==> config.mk <==
export PLATFORM = sky130hd
export DESIGN_NAME = lssel_top
export DESIGN_NICKNAME = d
export VERILOG_FILES = /design/src/inc/lssel_pkg.sv /design/src/lssel_top.sv
export SDC_FILE = /design/constraint.sdc
export NUM_CORES = 1
export LEC_CHECK = 0
export BUFFER_PORTS_ARGS = -buffer_cell sky130_fd_sc_hd__buf_2
export CORE_MARGIN = 2
export CORE_UTILIZATION = 39
export CTS_CLUSTER_DIAMETER = 60
export CTS_CLUSTER_SIZE = 12
export DETAILED_ROUTE_END_ITERATION = 10
export PLACE_DENSITY = 0.83
export SKIP_CTS_REPAIR_TIMING = 1
export SLEW_MARGIN = 20
export SYNTH_ARGS = -nofsm -noshare
export SYNTH_HDL_FRONTEND = slang
export SYNTH_SLANG_ARGS = --single-unit
==> constraint.sdc <==
create_clock -name i_clk_sys -period 2.7 [get_ports i_clk_sys]
set_input_delay 0.27 -clock i_clk_sys [delete_from_list [all_inputs] [get_ports i_clk_sys]]
set_output_delay 0.27 -clock i_clk_sys [all_outputs]
set_load 0.05 [all_outputs]
==> src/inc/lssel_pkg.sv <==
// package of constants for the logic supply level select block
//
// Overview of operation
// (RULE_01) regulator reset: power-on high or reset pin low
// (RULE_02) regulator reset forces negative rail on logic supply
// (RULE_03) regulated level only when all selects zero
// (RULE_04) fast clock, low-select or converter force negative rail
// (RULE_05) reference rail lowered while converter enabled
// (RULE_06) logic supply switch closes on any select
// (RULE_07) control register is 4 bits at 38H
// (RULE_08) bits 3 to 1 read one, ignore writes
// (RULE_09) bit 0 low-select, cleared by system reset
// (RULE_10) low-select bit cannot block forced negative rail
// (RULE_11) selects reach regulator glitch-free from flip-flops
`default_nettype none
package lssel_pkg;
  localparam int unsigned       ADDR_W            = 12;
  localparam int unsigned       DATA_W            = 32;
  localparam logic [11:0]       CTRL_OFFSET       = 12'h038;
  localparam int unsigned       CTRL_WIDTH        = 4;
  localparam int unsigned       LOW_SEL_BIT       = 0;
  localparam logic [3:0]        CTRL_RSVD_READ    = 4'hE;
  localparam logic              LOW_SEL_RESET     = 1'b0;
  // rail select encodings toward the analogue regulator
  localparam logic              RAIL_REGULATED    = 1'b0;
  localparam logic              RAIL_NEGATIVE     = 1'b1;
  localparam logic              REF_POSITIVE      = 1'b0;
  localparam logic              REF_LOWERED       = 1'b1;
endpackage
`default_nettype wire

==> src/lssel_top.sv <==
// logic supply level select: apb control register and regulator selects
//
// Our own choice: register access over APB.
`default_nettype none
module lssel_top
  import lssel_pkg::*;
(
  // clock and reset
  input  wire logic                        i_clk_sys,
  input  wire logic                        i_nrst,
  // apb slave
  input  wire logic                        i_psel,
  input  wire logic                        i_penable,
  input  wire logic                        i_pwrite,
  input  wire logic [lssel_pkg::ADDR_W-1:0] i_paddr,
  input  wire logic [lssel_pkg::DATA_W-1:0] i_pwdata,
  input  wire logic [3:0]                  i_pstrb,
  output logic      [lssel_pkg::DATA_W-1:0] o_prdata,
  output logic                             o_pready,
  output logic                             o_pslverr,
  // select sources from pins and other blocks
  input  wire logic                        i_power_on_detect,
  input  wire logic                        i_reset_pin_n,
  input  wire logic                        i_fast_clock_select,
  input  wire logic                        i_converter_enable,
  // toward the analogue regulator
  output logic                             o_regulator_reset,
  output logic                             o_logic_supply_rail,
  output logic                             o_converter_reference_rail,
  output logic                             o_logic_supply_switch
);
  import lssel_pkg::*;

  // source order: power-on detect, reset pin (active low), fast clock, converter
  localparam int unsigned      SRC_N     = 4;
  // power-on assumed present until the pin level is seen, so rails start safe
  localparam logic [SRC_N-1:0] SRC_RESET = 4'h1;

  logic             logic_supply_low_select;
  logic [SRC_N-1:0] src_raw;
  logic [SRC_N-1:0] src_q;
  logic       por_q;
  logic       pin_n_q;
  logic       fclk_q;
  logic       adc_q;
  logic       acc;
  logic       hit;
  logic       next_regulator_reset;
  logic       next_rail;

  assign src_raw = {i_converter_enable, i_fast_clock_select, i_reset_pin_n, i_power_on_detect};

  // sources may come from other domains: three stages, change accepted when last two agree
  generate
    for (genvar g = 0; g < SRC_N; g++) begin : g_sync
      logic [2:0] stage;
      always_ff @(posedge i_clk_sys or negedge i_nrst) begin
        if (!i_nrst) begin
          stage    <= {3{SRC_RESET[g]}};
          src_q[g] <= SRC_RESET[g];
        end else begin
          stage <= {stage[1:0], src_raw[g]};
          if (stage[1] == stage[2]) begin
            src_q[g] <= stage[2];
          end
        end
      end
    end
  endgenerate

  assign por_q   = src_q[0];
  assign pin_n_q = src_q[1];
  assign fclk_q  = src_q[2];
  assign adc_q   = src_q[3];

  assign acc = i_psel && i_penable;
  assign hit = (i_paddr == CTRL_OFFSET);

  // control register: only bit 0 is storage, reserved bits ignore writes
  always_ff @(posedge i_clk_sys or negedge i_nrst) begin
    if (!i_nrst) begin
      logic_supply_low_select <= LOW_SEL_RESET;  // see (RULE_09)
    end else if (acc && i_pwrite && hit && i_pstrb[0]) begin
      logic_supply_low_select <= i_pwdata[LOW_SEL_BIT];  // see (RULE_07) see (RULE_08)
    end
  end

  // apb answers in the first access cycle; unmapped reads give zero with pslverr
  always_ff @(posedge i_clk_sys or negedge i_nrst) begin
    if (!i_nrst) begin
      o_prdata  <= '0;
      o_pready  <= 1'b0;
      o_pslverr <= 1'b0;
    end else begin
      o_pready  <= i_psel && !i_penable;
      o_pslverr <= i_psel && !i_penable && !hit;
      if (i_psel && !i_penable && !i_pwrite && hit) begin
        o_prdata <= {{(DATA_W-CTRL_WIDTH){1'b0}},
                     CTRL_RSVD_READ | {3'h0, logic_supply_low_select}};  // see (RULE_08)
      end else begin
        o_prdata <= '0;
      end
    end
  end

  always_comb begin
    next_regulator_reset = por_q || !pin_n_q;  // see (RULE_01)
    // the low-select bit can only add reasons for the negative rail
    if (next_regulator_reset || fclk_q || logic_supply_low_select || adc_q) begin
      next_rail = RAIL_NEGATIVE;  // see (RULE_02) see (RULE_04) see (RULE_10)
    end else begin
      next_rail = RAIL_REGULATED;  // see (RULE_03)
    end
  end

  // registered so the analogue selects never glitch on decode hazards
  always_ff @(posedge i_clk_sys or negedge i_nrst) begin
    if (!i_nrst) begin
      o_regulator_reset          <= 1'b1;
      o_logic_supply_rail        <= RAIL_NEGATIVE;
      o_converter_reference_rail <= REF_POSITIVE;
      o_logic_supply_switch      <= 1'b1;
    end else begin
      o_regulator_reset          <= next_regulator_reset;  // see (RULE_11)
      o_logic_supply_rail        <= next_rail;  // see (RULE_11)
      o_converter_reference_rail <= adc_q ? REF_LOWERED : REF_POSITIVE;  // see (RULE_05)
      o_logic_supply_switch      <= (next_rail == RAIL_NEGATIVE);  // see (RULE_06)
    end
  end
endmodule
`default_nettype wire

==> results.rst <==
.. list-table::
   :header-rows: 1

   * - Metric
     - Value
   * - Run status
     - completed
   * - Internal power summed over all cells
     - 559 µW
   * - Starting density of the core
     - 0.413
   * - Final Skew
     - 0.00422 ns
   * - Bufs on Longest Clock Path
     - 2
   * - Post-detailed-route via-to-cell ratio
     - 3.93
   * - Crit path arrival time
     - 1.10 ns
   * - Number of filler cells placed in the layout
     - 236
   * - Share of power burned in registers
     - 0.494
   * - Total overflow reported by the global router
     - 0
   * - PnR Total Power
     - 794 µW
   * - Final hold violation count
     - 0
   * - Switching part of the total power
     - 0.296
   * - Cell class contributing the biggest share of worst-path delay
     - flip-flops
   * - Peak Freq
     - around 0.73 GHz
   * - Launch point of the worst reg-to-reg path
     - por_q
   * - Netlist area before placement
     - 0.00102 mm²
   * - Lkg Pwr
     - 0.585 nW
   * - Worst R2R End
     - o_logic_supply_switch
   * - Synthesized instance count
     - 74
   * - Delay of the slowest cell on the worst path
     - 0.54 ns
   * - CP Max Fanout
     - 2
   * - Input/output buffers
     - 32
   * - TritonCTS clock tree
     - done
   * - Peak supply drop
     - 0.372 mV
   * - Crit path cell chain
     - buf_2
   * - Clock transition time at the flip-flop clock pins of the worst setup and hold paths
     - 0.12 ns
   * - Utilization of the core after routing
     - 0.465
   * - Instance count on the critical path
     - 1
   * - Final routed DRC violation total
     - 0
   * - Count of buffering cells on the critical path with inverters included
     - 1
   * - Top-level I/O count
     - 95
   * - Cells on worst reg2reg path
     - 2
   * - Clk Tree Root Cell
     - sky130_fd_sc_hd__clkbuf_4
   * - Final clock period utilization by the worst path
     - 0.507
   * - Global-route wire length before repair
     - 2110 µm
   * - Synth-to-Final Area Change
     - 12.6%
   * - Max-capacitance violation count
     - 0
   * - Post-placement cell area
     - 0.00109 mm²
   * - Sequential area share after synthesis
     - 0.594
   * - Via count
     - 539
   * - Fraction of final layout cells with drive strength greater than 1
     - 0.430
   * - DRT antenna net count
     - 0
   * - Post-Syn Area per Cell
     - 13.8 µm²
   * - Data required time of the critical path
     - 2.43 ns
   * - Number of antenna violations at the first check in global routing
     - 0
   * - Placed cell count
     - 132
   * - Pwr/cell area
     - around 690 mW/mm²
   * - Register-to-register path setup slack
     - roughly 1.7 ns
   * - Die area
     - 0.00305 mm²
   * - Kind of path behind the tightest hold check
     - in2reg
   * - Detailed-router iteration count before antenna repair
     - 1
   * - Clock sink count
     - 24
   * - CTS HTree Levels
     - 1
   * - Final routed wire length divided by cell count
     - ~9.7 µm
   * - Number of global-route vias before repair
     - around 500
   * - Critical Path Start
     - o_logic_supply_switch
   * - Least setup slack across all paths after layout
     - ~1.3 ns
   * - Critical path endpoint category
     - primary output
   * - # nets final
     - ~170
   * - Clock latency on the worst-skew pair
     - 0.30 ns
   * - Maximum number of pins on one net before global-route repair
     - 25
   * - Number of clock buffers inserted by TritonCTS
     - 3
   * - Unrepaired setup endpoints after global routing
     - no
   * - Count of standard-cell rows
     - 18
   * - Tightest hold margin
     - ~0.047 ns
   * - Core Footprint
     - between 0.002 and 0.0025 mm²
   * - Post-placement setup slack
     - between 1 and 1.5 ns
   * - Total number of yosys warnings
     - 0
   * - Hold Crit Depth
     - 1
   * - Unique cell type count in the Yosys netlist
     - 18
   * - Crit start category
     - register
   * - Sw Pwr
     - 235 µW
   * - Combinational group share of total power
     - 0.192
   * - DIE WIDTH
     - about 55 µm
   * - Chip Height
     - between 50 and 60 µm
   * - Number of max-slew violations in the final report
     - 0
   * - Power share of the clock group
     - 0.314
   * - Register bit total from synthesis
     - 24
   * - Final Setup Violations
     - 0
   * - Worst setup path end
     - o_logic_supply_rail
   * - Gp weighted congestion
     - ~0.75
   * - Antenna cells
     - 0
   * - DR iter-0 viols
     - 0
   * - GRT Util Overall
     - 0.0901
   * - Sum of negative setup slack
     - 0 ns
   * - Library cell contributing the largest single delay on the critical path
     - sky130_fd_sc_hd__dfstp_2
   * - Post-layout minimum cycle time
     - between 1 and 1.5 ns
   * - Post-route insts no fill
     - 137
   * - Placed wire-length estimate
     - 1130 µm
   * - Type of the worst setup path
     - reg2out
   * - Final instance area
     - approximately 0.0012 mm²
   * - Wire length after detailed routing
     - roughly 1300 µm
## sequential cells by signal, indices dropped and copies added (netlist names)
name,flops
logic_supply_low_select,1
fclk_q,1
o_logic_supply_switch,1
o_pready,1
g_sync.stage,12
por_q,1
pin_n_q,1
o_converter_reference_rail,1
o_regulator_reset,1
adc_q,1
o_prdata,2
o_pslverr,1
## logic make-up after synthesis
group,count (synthesis),share of synthesized area
compound gates,1,0.00612
simple gates,11,0.115
mux,1,0.0110
fa+ha+maj,4,0.0391
other cells,1,0.00366
flops,24,0.594
buf+inv,32,0.231
## cell usage after synthesis
cell	number	area, µm²
sky130_fd_sc_hd__nor3_1	1	5.00
sky130_fd_sc_hd__maj3_1	4	40.0
sky130_fd_sc_hd__nand4_1	1	6.26
sky130_fd_sc_hd__nor4b_2	1	15.0
sky130_fd_sc_hd__buf_4	31	233
sky130_fd_sc_hd__dfrtp_1	18	450
sky130_fd_sc_hd__mux2_1	1	11.3
sky130_fd_sc_hd__nor4_4	1	21.3
sky130_fd_sc_hd__nand3_1	1	5.00
sky130_fd_sc_hd__or4_1	1	7.51
sky130_fd_sc_hd__and4bb_2	1	12.5
sky130_fd_sc_hd__a31oi_1	1	6.26
sky130_fd_sc_hd__and4_1	1	8.76
sky130_fd_sc_hd__conb_1	1	3.75
sky130_fd_sc_hd__nand2b_1	2	12.5
sky130_fd_sc_hd__inv_1	1	3.75
sky130_fd_sc_hd__nor4b_4	1	23.8
sky130_fd_sc_hd__dfstp_2	6	158
## power groups by stage
stage | Clock, mW | Sequential (mW) | Combinational (mW)
after floorplan | 0 | 0.417 | 0.132
after global routing | 0.273 | 0.395 | 0.160
final | 0.249 | 0.392 | 0.153
after CTS | 0.260 | 0.393 | 0.152
after detailed placement | 0 | 0.399 | 0.152
after global placement | 0 | 0.398 | 0.149
## routing by layer
metal	wire length [µm]	vias up	global-route usage
li1	-	254	-
met1	423	249	0.0877
met2	760	34	0.156
met3	129	2	0.0281
met4	12	0	0.0697
met5	0	-	0
## worst reg2reg max path: cells and delay by family, from the launching register on
kind | cells | cell delay (ns)
and+or+nand+nor | 2 | 0.54
DFF | 1 | 0.39
## worst min path at each step
stage	startpoint	end	slack (ns)
after floorplan	i_nrst	adc_q	-0.03
after detailed placement	i_nrst	o_pready	0.26
final	i_power_on_detect	g_sync[0].stage[0]	0.05
after global placement	i_nrst	o_pready	0.25
after CTS	i_nrst	adc_q	-0.09
after global routing	i_power_on_detect	g_sync[0].stage[0]	0.02
## layout make-up
type / instances / area (µm²) / share of cell area
multi-input combinational: 45 / 280 / 0.243
tap: 30 / 37.5 / 0.0326
timing repair buffer: 33 / 170 / 0.148
clock buffer: 3 / 22.5 / 0.0195
clock inverter: 1 / 30.0 / 0.0261
sequential: 24 / 608 / 0.528
inverter: 1 / 3.75 / 0.00326
## placed cells by master, fill, tap and decap left out, drive strengths merged
cell         count
mux2             1
clkbuf           3
dlygate4sd3      1
and4             1
inv              1
bufinv           1
dfstp            6
a31oi            1
dfrtp           18
and4bb           1
nand4            1
or4              1
buf             32
nor4b            2
nor4             1
conb            28
nand3            1
nand2b           2
maj3             4
nor3             1
(Power assumes the default switching activity.)
